File: config.mk
export PLATFORM = sky130hd
export DESIGN_NAME = ide_host_port_pins
export DESIGN_NICKNAME = d
export VERILOG_FILES = /design/src/ide_host_pkg.sv /design/src/ide_host_port_pins.sv
export VERILOG_INCLUDE_DIRS = /design/src
export SDC_FILE = /design/constraint.sdc
export NUM_CORES = 1
export LEC_CHECK = 0
export BUFFER_PORTS_ARGS = -buffer_cell sky130_fd_sc_hd__buf_2
export CAP_MARGIN = 40
export CORE_ASPECT_RATIO = 0.75
export CORE_MARGIN = 2
export CORE_UTILIZATION = 25
export DETAILED_ROUTE_END_ITERATION = 16
export PLACE_DENSITY = 0.41
export SLEW_MARGIN = 20
export SYNTH_ARGS = -nofsm -noshare
export SYNTH_HDL_FRONTEND = slang
export SYNTH_SLANG_ARGS = --single-unit
File: constraint.sdc
create_clock -name I_CLK_SYS -period 4.9 [get_ports I_CLK_SYS]
set_input_delay 0.49 -clock I_CLK_SYS [delete_from_list [all_inputs] [get_ports I_CLK_SYS]]
set_output_delay 0.49 -clock I_CLK_SYS [all_outputs]
set_load 0.05 [all_outputs]
File: src/ide_host_defines.svh
// Purpose: constants for the parallel disk host port controller
// Assumes: 200 MHz system clock, 5 ns period
// Notes:   timing counts derive from figures in ns
`ifndef IDE_HOST_DEFINES_SVH
`define IDE_HOST_DEFINES_SVH

`define CLK_PERIOD_NS      5
// address and select setup before a strobe falls
`define ADDR_SETUP_NS      70
`define ADDR_SETUP_CYC     ((`ADDR_SETUP_NS + `CLK_PERIOD_NS - 1) / `CLK_PERIOD_NS)
// least strobe width
`define STROBE_WIDTH_NS    165
`define STROBE_WIDTH_CYC   ((`STROBE_WIDTH_NS + `CLK_PERIOD_NS - 1) / `CLK_PERIOD_NS)
// hold of address, select and write data after the strobe rises
`define ADDR_HOLD_NS       30
`define ADDR_HOLD_CYC      ((`ADDR_HOLD_NS + `CLK_PERIOD_NS - 1) / `CLK_PERIOD_NS)
// reset pulse driven to the device
`define DEV_RESET_NS       1000
`define DEV_RESET_CYC      ((`DEV_RESET_NS + `CLK_PERIOD_NS - 1) / `CLK_PERIOD_NS)
`define CNT_W              8
`define DATA_REG_ADDR      3'h0
`define CTRL_REG_ADDR      3'h6
`define BYTE_MASK          16'h00FF

`endif

File: src/ide_host_pkg.sv
// Purpose: types for the parallel disk host port controller
// Assumes: constants come from ide_host_defines.svh
// Notes:   none
package ide_host_pkg;

  typedef enum logic [1:0] {
    SPACE_TASK_FILE,
    SPACE_CONTROL,
    SPACE_DATA
  } space_t;

  typedef struct packed {
    logic        write;
    space_t      space;
    logic [2:0]  addr;
    logic [15:0] wdata;
  } host_req_t;

  typedef struct packed {
    logic [15:0] rdata;
    logic        word_cycle;
  } host_rsp_t;

  typedef enum logic [2:0] {
    ST_RESET,
    ST_IDLE,
    ST_SETUP,
    ST_STROBE,
    ST_HOLD
  } phase_t;

endpackage

File: src/ide_host_port_pins.sv
// Purpose: host controller that runs single accesses on the disk port pins
// Assumes: one request at a time, taken when O_REQ_READY is high
// Notes:   device side pins pass a two-stage synchroniser before use
`timescale 1ns/1ps
`include "ide_host_defines.svh"

module ide_host_port_pins (
  input  wire logic                  I_CLK_SYS,
  input  wire logic                  I_ARST_N,
  input  wire logic                  I_REQ_VALID,
  input  wire ide_host_pkg::host_req_t I_REQ,
  input  wire logic                  I_DEV_RESET,
  input  wire logic                  I_DIAG_PASS,
  output logic                       O_REQ_READY,
  output logic                       O_RSP_VALID,
  output ide_host_pkg::host_rsp_t    O_RSP,
  output logic                       O_RESET_N,
  output logic [2:0]                 O_ADDR,
  output logic                       O_TASK_FILE_SELECT_N,
  output logic                       O_CONTROL_BLOCK_SELECT_N,
  output logic                       O_IO_READ_STROBE_N,
  output logic                       O_IO_WRITE_STROBE_N,
  output logic [15:0]                O_DATA,
  output logic                       O_DATA_OE,
  input  wire logic [15:0]           I_DATA,
  input  wire logic                  I_INTRQ,
  input  wire logic                  I_IO_CHANNEL_READY,
  input  wire logic                  I_WORD_CYCLE_N,
  input  wire logic                  I_PASS_DIAG_N,
  output logic                       O_PASS_DIAG_N,
  output logic                       O_PASS_DIAG_OE,
  input  wire logic                  I_ACTIVITY_PRESENT_N,
  output logic                       O_IRQ,
  output logic                       O_DEVICE_BUSY
);
  import ide_host_pkg::*;

  // ****************************************************************
  // state
  // ****************************************************************
  typedef struct packed {
    phase_t           phase;
    logic [`CNT_W-1:0] cnt;
    host_req_t        req;
    logic             req_ready;
    logic             rsp_valid;
    host_rsp_t        rsp;
    logic             reset_n;
    logic [2:0]       addr;
    logic             cs0_n;
    logic             cs1_n;
    logic             rd_n;
    logic             wr_n;
    logic [15:0]      dout;
    logic             doe;
    logic             diag_oe;
    logic [1:0]       irq_sync;
    logic [1:0]       rdy_sync;
    logic [1:0]       w16_sync;
    logic [1:0]       act_sync;
    logic [15:0]      dat_meta;
    logic [15:0]      dat_sync;
    logic             irq;
    logic             busy;
  } state_t;

  state_t st_ff;
  state_t nxt_st;

  // ****************************************************************
  // next state
  // ****************************************************************
  always_comb
  begin
    nxt_st           = st_ff;
    nxt_st.rsp_valid = 1'b0;
    // pin inputs: two flops before use
    nxt_st.irq_sync = {st_ff.irq_sync[0], I_INTRQ};
    nxt_st.rdy_sync = {st_ff.rdy_sync[0], I_IO_CHANNEL_READY};
    nxt_st.w16_sync = {st_ff.w16_sync[0], I_WORD_CYCLE_N};
    nxt_st.act_sync = {st_ff.act_sync[0], I_ACTIVITY_PRESENT_N};
    // data pins too: only the second stage is read
    nxt_st.dat_meta = I_DATA;
    nxt_st.dat_sync = st_ff.dat_meta;
    nxt_st.irq      = st_ff.irq_sync[1];
    nxt_st.busy     = ~st_ff.act_sync[1];
    // open drain: pull low only to report pass
    nxt_st.diag_oe  = I_DIAG_PASS;
    if (I_DEV_RESET && st_ff.phase != ST_RESET)
    begin
      nxt_st.phase     = ST_RESET;
      nxt_st.cnt       = '0;
      nxt_st.req_ready = 1'b0;
      nxt_st.reset_n   = 1'b0;
      nxt_st.cs0_n     = 1'b1;
      nxt_st.cs1_n     = 1'b1;
      nxt_st.rd_n      = 1'b1;
      nxt_st.wr_n      = 1'b1;
      nxt_st.doe       = 1'b0;
    end
    else
    begin
      case (st_ff.phase)
        ST_RESET:
        begin
          if (st_ff.cnt == `CNT_W'(`DEV_RESET_CYC - 1))
          begin
            nxt_st.phase     = ST_IDLE;
            nxt_st.reset_n   = 1'b1;
            nxt_st.req_ready = 1'b1;
            nxt_st.cnt       = '0;
          end
          else
            nxt_st.cnt = st_ff.cnt + `CNT_W'(1);
        end
        ST_IDLE:
        begin
          if (I_REQ_VALID)
          begin
            nxt_st.req       = I_REQ;
            nxt_st.req_ready = 1'b0;
            nxt_st.phase     = ST_SETUP;
            nxt_st.cnt       = '0;
            // only I/O space exists: control block or task file
            if (I_REQ.space == SPACE_CONTROL)
            begin
              nxt_st.cs1_n = 1'b0;
              nxt_st.addr  = `CTRL_REG_ADDR;
            end
            else
            begin
              nxt_st.cs0_n = 1'b0;
              nxt_st.addr  = (I_REQ.space == SPACE_DATA) ? `DATA_REG_ADDR : I_REQ.addr;
            end
            if (I_REQ.write)
            begin
              // byte registers carry data on the low lane only
              nxt_st.dout = (I_REQ.space == SPACE_DATA) ? I_REQ.wdata
                            : (I_REQ.wdata & `BYTE_MASK);
              nxt_st.doe  = 1'b1;
            end
          end
        end
        ST_SETUP:
        begin
          if (st_ff.cnt == `CNT_W'(`ADDR_SETUP_CYC - 1))
          begin
            nxt_st.phase = ST_STROBE;
            nxt_st.cnt   = '0;
            nxt_st.rd_n  = st_ff.req.write;
            nxt_st.wr_n  = ~st_ff.req.write;
          end
          else
            nxt_st.cnt = st_ff.cnt + `CNT_W'(1);
        end
        ST_STROBE:
        begin
          // device may stretch the cycle with its ready line
          if (st_ff.cnt >= `CNT_W'(`STROBE_WIDTH_CYC - 1) && st_ff.rdy_sync[1])
          begin
            nxt_st.phase = ST_HOLD;
            nxt_st.cnt   = '0;
            nxt_st.rd_n  = 1'b1;
            nxt_st.wr_n  = 1'b1;
            if (!st_ff.req.write)
            begin
              // synced copy lags two cycles, bus settled long before strobe end
              nxt_st.rsp.rdata = (st_ff.req.space == SPACE_DATA) ? st_ff.dat_sync
                                 : (st_ff.dat_sync & `BYTE_MASK);
            end
            nxt_st.rsp.word_cycle = ~st_ff.w16_sync[1];
          end
          else if (st_ff.cnt != {`CNT_W{1'b1}})
            nxt_st.cnt = st_ff.cnt + `CNT_W'(1);
        end
        ST_HOLD:
        begin
          if (st_ff.cnt == `CNT_W'(`ADDR_HOLD_CYC - 1))
          begin
            nxt_st.phase     = ST_IDLE;
            nxt_st.cs0_n     = 1'b1;
            nxt_st.cs1_n     = 1'b1;
            nxt_st.doe       = 1'b0;
            nxt_st.rsp_valid = 1'b1;
            nxt_st.req_ready = 1'b1;
            nxt_st.cnt       = '0;
          end
          else
            nxt_st.cnt = st_ff.cnt + `CNT_W'(1);
        end
        default:
          nxt_st.phase = ST_RESET;
      endcase
    end
  end

  // ****************************************************************
  // registers
  // ****************************************************************
  always_ff @(posedge I_CLK_SYS or negedge I_ARST_N)
  begin
    if (!I_ARST_N)
    begin
      st_ff         <= '0;
      st_ff.phase   <= ST_RESET;
      st_ff.cs0_n   <= 1'b1;
      st_ff.cs1_n   <= 1'b1;
      st_ff.rd_n    <= 1'b1;
      st_ff.wr_n    <= 1'b1;
      st_ff.rdy_sync <= 2'h3;
      st_ff.w16_sync <= 2'h3;
      st_ff.act_sync <= 2'h3;
    end
    else
      st_ff <= nxt_st;
  end

  assign O_REQ_READY              = st_ff.req_ready;
  assign O_RSP_VALID              = st_ff.rsp_valid;
  assign O_RSP                    = st_ff.rsp;
  assign O_RESET_N                = st_ff.reset_n;
  assign O_ADDR                   = st_ff.addr;
  assign O_TASK_FILE_SELECT_N     = st_ff.cs0_n;
  assign O_CONTROL_BLOCK_SELECT_N = st_ff.cs1_n;
  assign O_IO_READ_STROBE_N       = st_ff.rd_n;
  assign O_IO_WRITE_STROBE_N      = st_ff.wr_n;
  assign O_DATA                   = st_ff.dout;
  assign O_DATA_OE                = st_ff.doe;
  assign O_PASS_DIAG_N            = 1'b0;
  assign O_PASS_DIAG_OE           = st_ff.diag_oe;
  assign O_IRQ                    = st_ff.irq;
  assign O_DEVICE_BUSY            = st_ff.busy;

endmodule

# Word level (Yosys, flattened, before mapping)
# Cells that the tools add are included.
dict set report op_classes {
  add_sub_neg 1
  n_lt_le_gt_ge 1
  n_eq_ne 20
  mux 42
  n_bitwise 4
  reduce_logical 22
}
# cell n
set op_table {}
lappend op_table {{2-to-1 mux 16 bit} 3}
lappend op_table {{2-to-1 mux 8 bit} 5}
lappend op_table {{case mux 8 bit (5 select lines)} 1}
lappend op_table {{2-to-1 mux 17 bit} 2}
lappend op_table {{2-to-1 mux 34 bit} 1}
lappend op_table {{inequality test 3 bit, second input constant} 8}
lappend op_table {{AND reduction 4 bit} 6}
lappend op_table {{2-to-1 mux 18 bit} 1}
lappend op_table {{2-to-1 mux 3 bit} 6}
lappend op_table {{case mux 3 bit (5 select lines)} 1}
lappend op_table {{AND reduction 3 bit} 4}
lappend op_table {{2-to-1 mux 1 bit} 11}
lappend op_table {{2-to-1 mux 11 bit} 1}
lappend op_table {{2-to-1 mux 2 bit} 5}
lappend op_table {{nonzero test 3 bit} 3}
lappend op_table {{adder 8 x 1 -> 8 bit, second input constant} 1}
lappend op_table {{== test 8 x 3 -> 1 bit, second input constant} 1}
lappend op_table {{== test 8 x 4 -> 1 bit, second input constant} 1}
lappend op_table {{== test 8 bit, second input constant} 1}
lappend op_table {{>= comparator 8 x 6 -> 1 bit, second input constant} 1}
lappend op_table {{inequality test 8 bit, second input constant} 1}
lappend op_table {{case mux 2 bit (2 select lines)} 2}
lappend op_table {{== test 3 x 2 -> 1 bit, second input constant} 2}
lappend op_table {{nonzero test 6 bit} 1}
lappend op_table {{other kinds (15)} 21}
dict set report totals {
  ff_bits 120
  in_bits 48
  out_inout_bits 48
  word_cells 117
}

# Longest topological paths before layout
# Gate-level depths: netlist (run 1).
dict set report logic_depth {
  ltp_word 6
  ltp_mapped 8
}

# Worst setup path before layout (run 1)
# No wires, ideal clock.
dict set report synth_timing {
  path_kind {input-to-reg}
  from {in I_DEV_RESET}
  to {reg st_ff[115] (netlist bit)}
  setup_time_ns 0.121
  arrival_ns 1.825
  setup_slack_ns 2.954
  cell_stages 6
  n_path_buf 1
  cell_sequence {buf_6 > nand4bb_4 > or3_4 > o32a_4 > and3_4 > a22o_1}
}
dict set report synth_via {
  elab_chain_len 3
  elab_cells_between_ends 6
  classes_between {2 x eq/ne; 1 x mux; 3 x reduce/logical}
}
# element line_no
set synth_rtl {}
lappend synth_rtl {{start, declared} ide_host_port_pins.sv:12} ;# input wire logic I_DEV_RESET,
lappend synth_rtl {{logical AND 1 bit (*)} ide_host_port_pins.sv:89} ;# if (I_DEV_RESET && st_ff.phase != ST_RESET)
lappend synth_rtl {{inequality test 4 bit (no line) (tied with other cells)} n/a}
lappend synth_rtl {{AND reduction 3 bit (no line)} n/a}
lappend synth_rtl {{end signal, assigned} ide_host_port_pins.sv:215} ;# st_ff <= nxt_st;
lappend synth_rtl {{end, declared} ide_host_port_pins.sv:67} ;# state_t st_ff;
# Every way passes the cells marked *; elsewhere a longest branch is shown, timed or not.
# A chain may end at the register's enable or synchronous reset.

# Final worst setup path (run 1)
dict set report layout_timing {
  from {reg st_ff[117] (netlist bit)}
  to {reg st_ff (netlist bit O_RSP[8])}
}
dict set report layout_via {
  elab_chain_len 4
  elab_cells_between_ends 5
  classes_between {1 x eq/ne; 1 x bitwise; 3 x reduce/logical}
}
# element line_no
set layout_rtl {}
lappend layout_rtl {{nonzero test 3 bit} ide_host_port_pins.sv:89}
lappend layout_rtl {{logical AND 1 bit} ide_host_port_pins.sv:89}
lappend layout_rtl {{inverter 1 bit (no line)} n/a}
lappend layout_rtl {{AND reduction 4 bit (no line) (*)} n/a}
# Marked as above.

==> results of run 1 <==
-- cell usage in the layout (no fill, tap or decap), types with 6 or more instances in the layout --
master	count
buf_2	92
inv_1	17
dfstp_2	10
dfrtp_1	91
nor2_1	19
nand3_1	13
o21ai_0	37
clkbuf_16	9
nand2_1	41
nor3_1	6
mux2_2	17
-- sequential cells by signal (all words and copies together) (netlist names) --
register and flops:
O_CONTROL_BLOCK_SELECT_N 1, O_TASK_FILE_SELECT_N 1, O_DATA_OE 1, O_REQ_READY 1
O_IO_READ_STROBE_N 1, nxt_st 21, O_ADDR 3, O_RSP 17
O_PASS_DIAG_OE 1, O_RESET_N 1, O_DATA 16, O_DEVICE_BUSY 1
O_IRQ 1, st_ff 33, O_RSP_VALID 1, O_IO_WRITE_STROBE_N 1
-- how the worst max path moves through the flow --
stage	start	end	slack, ns	cells after the start
2_1_floorplan	I_DEV_RESET	st_ff[115]	2.95	6
3_3_place_gp	I_DEV_RESET	st_ff[115]	2.67	6
3_5_place_dp	I_DEV_RESET	st_ff[115]	2.67	6
4_1_cts	st_ff[117]	O_RSP[7]	2.65	5
5_1_grt	st_ff[117]	st_ff[114]	2.45	5
6_report	st_ff[117]	O_RSP[8]	2.63	5
-- per-layer routing --
layer  wire, µm  share of wire [%]  GRT usage [%]  up-vias
met5          0                  0              0        -
met3        438                5.0           3.90       12
li1           -                  -              -     1327
met4        125                1.4           3.70        0
met2       3770                 43           14.3       62
met1       4480                 51           14.6     1373
-- power by group --
| group | internal [W] | switching [W] |
|---|---|---|
| registers | 0.000893 | 0.0000608 |
| clock network | 0.000356 | 0.000340 |
| logic | 0.0000923 | 0.000154 |
| total | 0.00134 | 0.000555 |
-- critical path: stages, from the launching register on --
cell     delay [ns]
dfrtp_1        0.60
nor3_1         0.52
a31oi_4        0.20
nor3_4         0.14
buf_4          0.31
mux2_2         0.37
-- what timing repair did --
| item | in CTS | in global routing |
|---|---|---|
| hold buffers | 0 | 1 |
| setup buffers | 0 | 0 |
| resized for setup | 0 | 0 |
| endpoints found under the hold margin | 0 | 3 |
-- final cells by class --
class                      instances  share of cell area (%)
clock buffer                       9                    4.52
clock inverter                     7                    1.33
sequential                       101                    50.9
timing repair buffer              97                    10.4
inverter                          17                    1.28
multi-input combinational        196                    26.1
tap                              215                    5.39
-- stage by stage --
| stage | area [µm²] | setup WS, ns | total power [W] | utilization [%] | instances |
|---|---|---|---|---|---|
| 6_report | 4990 | 2.63 | 0.00190 | 29.7 | 642 |
| 5_1_grt | 4990 | 2.45 | 0.00202 | 29.7 | 642 |
| 4_1_cts | 4950 | 2.65 | 0.00193 | 29.5 | 640 |
| 3_5_place_dp | 4660 | 2.67 | 0.00121 | 27.8 | 624 |
| 3_3_place_gp | 4660 | 2.67 | 0.00121 | 27.8 | 624 |
| 2_1_floorplan | 4270 | 2.95 | 0.00113 | - | 367 |
-- cells by family after synthesis --
family / share of synthesized area, %
DFF: 59.5
muxes: 4.95
AOI/OAI and AO/OA: 10.5
buffers and inverters: 9.99
other: 0.0878
adders and majority gates: 0.879
and+or+nand+nor: 14.1
==> impl_metrics.tcl, run 1 <==
set metrics [dict create \
    io_pins 96 \
    fin_tns_setup_ns 0 \
    die_h_um 117 \
    critPathKind "flop to flop" \
    syn2layout_area_growth_pct 16.8 \
    ys_seq_area_share_pct 59.5 \
    synth_flop_cell "dfrtp_1" \
    critPathCaptureType "flop" \
    antenna_found_initial 0 \
    postRouteWirelength_um 8810 \
    p_per_area_mw_per_mm2 380 \
    vias_per_cell 4.32 \
    hpwl_um 6180 \
    cp-start-kind "flop" \
    grt_pass1_vias 2653 \
    holdPathStages 1 \
    multiInputGateArea_mm2 0.00130 \
    cts_max_level 3 \
    dr.pass1.iters 4 \
    cts_tree "done" \
    syn_inst 367 \
    ys_warn_count 0 \
    drt_iter0_markers 147 \
    regArea_mm2 0.00254 \
    irDropWorstVdd_mv 0.151 \
    finalWeightedCongestion 0.786 \
    die_width_um 155 \
    clock_sinks 101 \
    synth_area_per_cell_um2 11.6 \
    wl_per_cell_um 13.7 \
    yosys.cell_count.top_type "dfrtp_1" \
    hold_path_end "nxt_st[39]" \
    grt_max_degree 63 \
    synth_commonest_cells "dfrtp_1, nand2_1, buf_4" \
    finalHoldViolCount 0 \
    worstMarginPinSlew_ns 0.674 \
    yosys.area.top_type "dfrtp_1" \
    async_reset_ff_share_pct 100 \
    grt_pass1_wl_um 14300 \
    synth_area_mm2 0.00427 \
    fin_nets 473 \
    clockRootBuffer "clkbuf_16" \
    status "finished, final reports clean" \
    numCtsBuffers 9 \
    r2r_setup_slack_ns 2.63 \
    whs_ns 0.226 \
    synthTopCellsByArea "dfrtp_1, buf_4, dfstp_2, mux2_2, o21ai_0" \
    crit_arrival_ns 2.51 \
    grt.total_usage_pct 10.3 \
    clk_pin_slew_ns 0.07 \
    core_area_mm2 0.0168 \
    slew_headroom_pct 55.0 \
    rsz0062_at_grt "no" \
    antenna_cells 0 \
    fillerInstances 1722 \
    synth_edf_count 0 \
    finalCriticalPeriod_ns 2.27 \
    rows 41 \
    netlist.area_leader.share_pct 53.3 \
    hold_path.class "input port to flop" \
    worstPathMaxFanout 24 \
    power.leakage_nw 2.40 \
    synth_cell_types 58 \
    r2r-end "O_RSP[8]" \
    cp.required_ns 5.14 \
    io_buffers 93 \
    skew_ns 0.00800 \
    r2r-start "st_ff[117]" \
    min_from "I_IO_CHANNEL_READY" \
    rr_worst_depth 5 \
    fp.dieArea_mm2 0.0181 \
    setup_viol 0 \
    start_util_pct 25.4 \
    fmax_mhz 441 \
    ys_ff_latch 101 \
    drive_gt1_share_pct 36.1 \
    ant_nets 0 \
    clock_path_buffers 2 \
    slew_violations 0 \
    num_vias 2774 \
    timing.final.crit_share_pct 46.3 \
    max_cap_viol_count 0 \
    worstSkewPairLatency_ns 0.35 \
    overflow 0 \
    syn-num-nets 418 \
    drc 0 \
]
No activity file was read; power rests on OpenSTA's default activity.
==> run 2, diff against run 1 <==
--- a/config.mk
+++ b/config.mk
@@ -6,6 +6,7 @@
 export SDC_FILE = /design/constraint.sdc
 export NUM_CORES = 1
 export LEC_CHECK = 0
+export ABC_AREA = 1
 export BUFFER_PORTS_ARGS = -buffer_cell sky130_fd_sc_hd__buf_2
 export CAP_MARGIN = 40
 export CORE_ASPECT_RATIO = 0.75
==> constraint.sdc (replaced) <==
create_clock -name I_CLK_SYS -period 2.2 [get_ports I_CLK_SYS]
set_input_delay 0.22 -clock I_CLK_SYS [delete_from_list [all_inputs] [get_ports I_CLK_SYS]]
set_output_delay 0.22 -clock I_CLK_SYS [all_outputs]
set_load 0.05 [all_outputs]
==> impl_metrics.tcl, run 2 <==
set metrics [dict create \
    setup_viol 0 \
    place_inst 707 \
    clock_sinks 101 \
    fillerInstances 1719 \
    timing.final.crit_share_pct 83.9 \
    grt_max_degree 36 \
    fmax_mhz 542 \
    power_switching_w 0.000820 \
    skew_ns 0.00820 \
    rsz0062_at_grt "no" \
    cts_tree "done" \
    io_pins 96 \
    synthTopCellsByArea "dfrtp_1, nand2_1, buf_4, dfstp_2, nand3_1" \
    syn2layout_area_growth_pct 23.5 \
    clk_pin_slew_ns 0.07 \
    synth.area.mux_share_pct 0 \
    top_register "st_ff" \
    hpwl_um 6840 \
    clockRootBuffer "clkbuf_16" \
    slew_headroom_pct 58.9 \
    ys_seq_area_share_pct 60.8 \
    crit_chain "ha_1 > inv_1 > nor2_1 > nand4_1 > o21ai_2 > nor2_1 > nand2_1 > o21ai_1" \
    dr.pass1.iters 4 \
    fp.dieArea_mm2 0.0178 \
    fin_nets 581 \
    io_buffers 93 \
    async_reset_ff_share_pct 100 \
    critPathSlowestCell "dfrtp_1" \
    grt_pass1_wl_um 15300 \
    synth_area_per_cell_um2 9.45 \
    synthAdderAreaFrac_pct 0.898 \
    cts_max_level 3 \
    synth_flop_cell "dfrtp_1" \
    synthSimpleGateAreaFrac_pct 23.1 \
    p_sw_share_pct 22.3 \
    finalWorstSetupSlack_ns 0.354 \
    drive_gt1_share_pct 26.5 \
    ys_warn_count 0 \
    crit_arrival_ns 2.08 \
    r2r_setup_slack_ns 0.35 \
    ant_nets 0 \
    synth_edf_count 0 \
    slowest_delay_ns 0.42 \
    hold_path.class "input port to flop" \
    fin_tns_setup_ns 0 \
    ys_ff_latch 101 \
    die_width_um 153 \
    drt_iter0_markers 174 \
    die_h_um 116 \
    irDropWorstVdd_mv 0.308 \
    layout_common_cells "nand2_1, buf_2, dfrtp_1, nand3_1, nor2_1" \
    clock_path_buffers 2 \
    synthXorXnorAreaFrac_pct 0.419 \
    finalWeightedCongestion 0.831 \
    pwr-share-comb_pct 4.1 \
    start_util_pct 25.9 \
    yosys.area.top_type "dfrtp_1" \
    synth_cell_types 29 \
    crit_top_cell "nor2_1" \
    num_vias 3000 \
    rows 40 \
    critPathKind "flop to flop" \
    power.leakage_nw 2.76 \
    finalCriticalPeriod_ns 1.85 \
    path_buf_inv 1 \
    dp_slack_ns 0.345 \
    drc 0 \
    synth-compound-area-share_pct 3.71 \
    layout_commonest_cell "nand2_1" \
    whs_ns 0.0730 \
    max_cap_viol_count 0 \
    seqPwrFrac_pct 51.9 \
    p_per_area_mw_per_mm2 714 \
    syn-num-nets 493 \
    grt_pass1_vias 2988 \
    clkPwrFrac_pct 44.0 \
    vias_per_cell 4.02 \
    p_total_w 0.00368 \
    netlist.area_leader.share_pct 54.5 \
    grt.total_usage_pct 11.2 \
    cp-start-kind "flop" \
    crit_family "simple AND/OR/NAND/NOR gates" \
    wl_per_cell_um 12.5 \
    worstSkewPairLatency_ns 0.35 \
    syn_inst 442 \
    yosys.cell_count.top_type "nand2_1" \
    synth_area_mm2 0.00418 \
    fin_cells 746 \
    critPathCaptureType "flop" \
    slew_violations 0 \
    status "finished, final reports clean" \
    postRouteWirelength_um 9360 \
    core_area_mm2 0.0162 \
    synth_commonest_cells "nand2_1, dfrtp_1, buf_4" \
    internal_power_w 0.00286 \
    overflow 0 \
    antenna_found_initial 1 \
    numCtsBuffers 9 \
    synth_top_family_by_area "simple AND/OR/NAND/NOR gates" \
    cp.required_ns 2.43 \
    worstPathMaxFanout 7 \
    finalHoldViolCount 0 \
    worstMarginPinSlew_ns 0.614 \
    largest_reg_flops 33 \
]
-- run 2: changes by cell type in the layout (fill, tap and decap cells not counted), moves of 10 or more --
cell and change:
o21ai_0 -26, inv_2 +10, dlygate4sd3_1 +21, nand2_1 +108, nand3_1 +21, nor2_1 +12, mux2_2 -17
-- run 2: worst min-delay path, stage by stage --
cell and delay [ns]:
buf_2 0.07, nand2_1 0.04, nand2_1 0.05
-- run 2: cell type report --
type,count,area [µm²],share of cell area (%)
flip-flops and latches,101,2540,49.2
multi-input cells,262,1180,22.9
repair buffers,119,731,14.2
well taps,210,263,5.09
clock buffers,10,229,4.44
inverters,37,141,2.74
clock inverters,6,72.6,1.41
diodes,1,2.50,0.0485
-- run 2: per-stage QoR --
step	utilization, %	area, µm²
global route	31.9	5160
global placement	28.7	4640
floorplan	-	4180
CTS	31.9	5160
finish	31.9	5160
detailed placement	28.7	4640
-- run 2: what timing repair did --
item,4_1_cts,5_1_grt
hold buffers,22,0
endpoints found under the hold margin,41,0
buffers inserted,0,0
resized for setup,0,0
-- run 2: power by group through the flow --
stage          clock (W)  combinational [W]  sequential [W]
5_1_grt          0.00177           0.000171         0.00191
3_5_place_dp           0           0.000127         0.00195
2_1_floorplan          0          0.0000174         0.00195
6_report         0.00162           0.000152         0.00191
3_3_place_gp           0           0.000125         0.00195
4_1_cts          0.00169           0.000157         0.00191
-- run 2: cell families after synthesis --
logic type / Yosys count
simple gates: 227
flops: 101
xor+xnor: 2
other cells: 1
buf+inv: 79
compound gates: 29
fa+ha+maj: 3
-- run 2: worst paths after layout --
| path | to | from | depth (start not counted) |
|---|---|---|---|
| max | st_ff[111] | st_ff[109] | 8 |
| min | O_DATA[4] | I_REQ[4] | 3 |
| max reg2reg | st_ff[111] | st_ff[109] | 8 |
| min reg2reg | st_ff[3] | nxt_st[3] | 0 |
| max in group asynchronous | st_ff[35] | I_ARST_N | 3 |
| min in group asynchronous | O_DATA[11] | I_ARST_N | 2 |
-- run 2: routing by layer --
layer / vias to the layer above / global-route usage [%] / share of wire [%]
met3: 11 / 3.70 / 6.6
li1: 1523 / - / -
met5: - / 0 / 0
met1: 1384 / 15.1 / 47
met4: 0 / 4.07 / 1.5
met2: 82 / 16.8 / 44
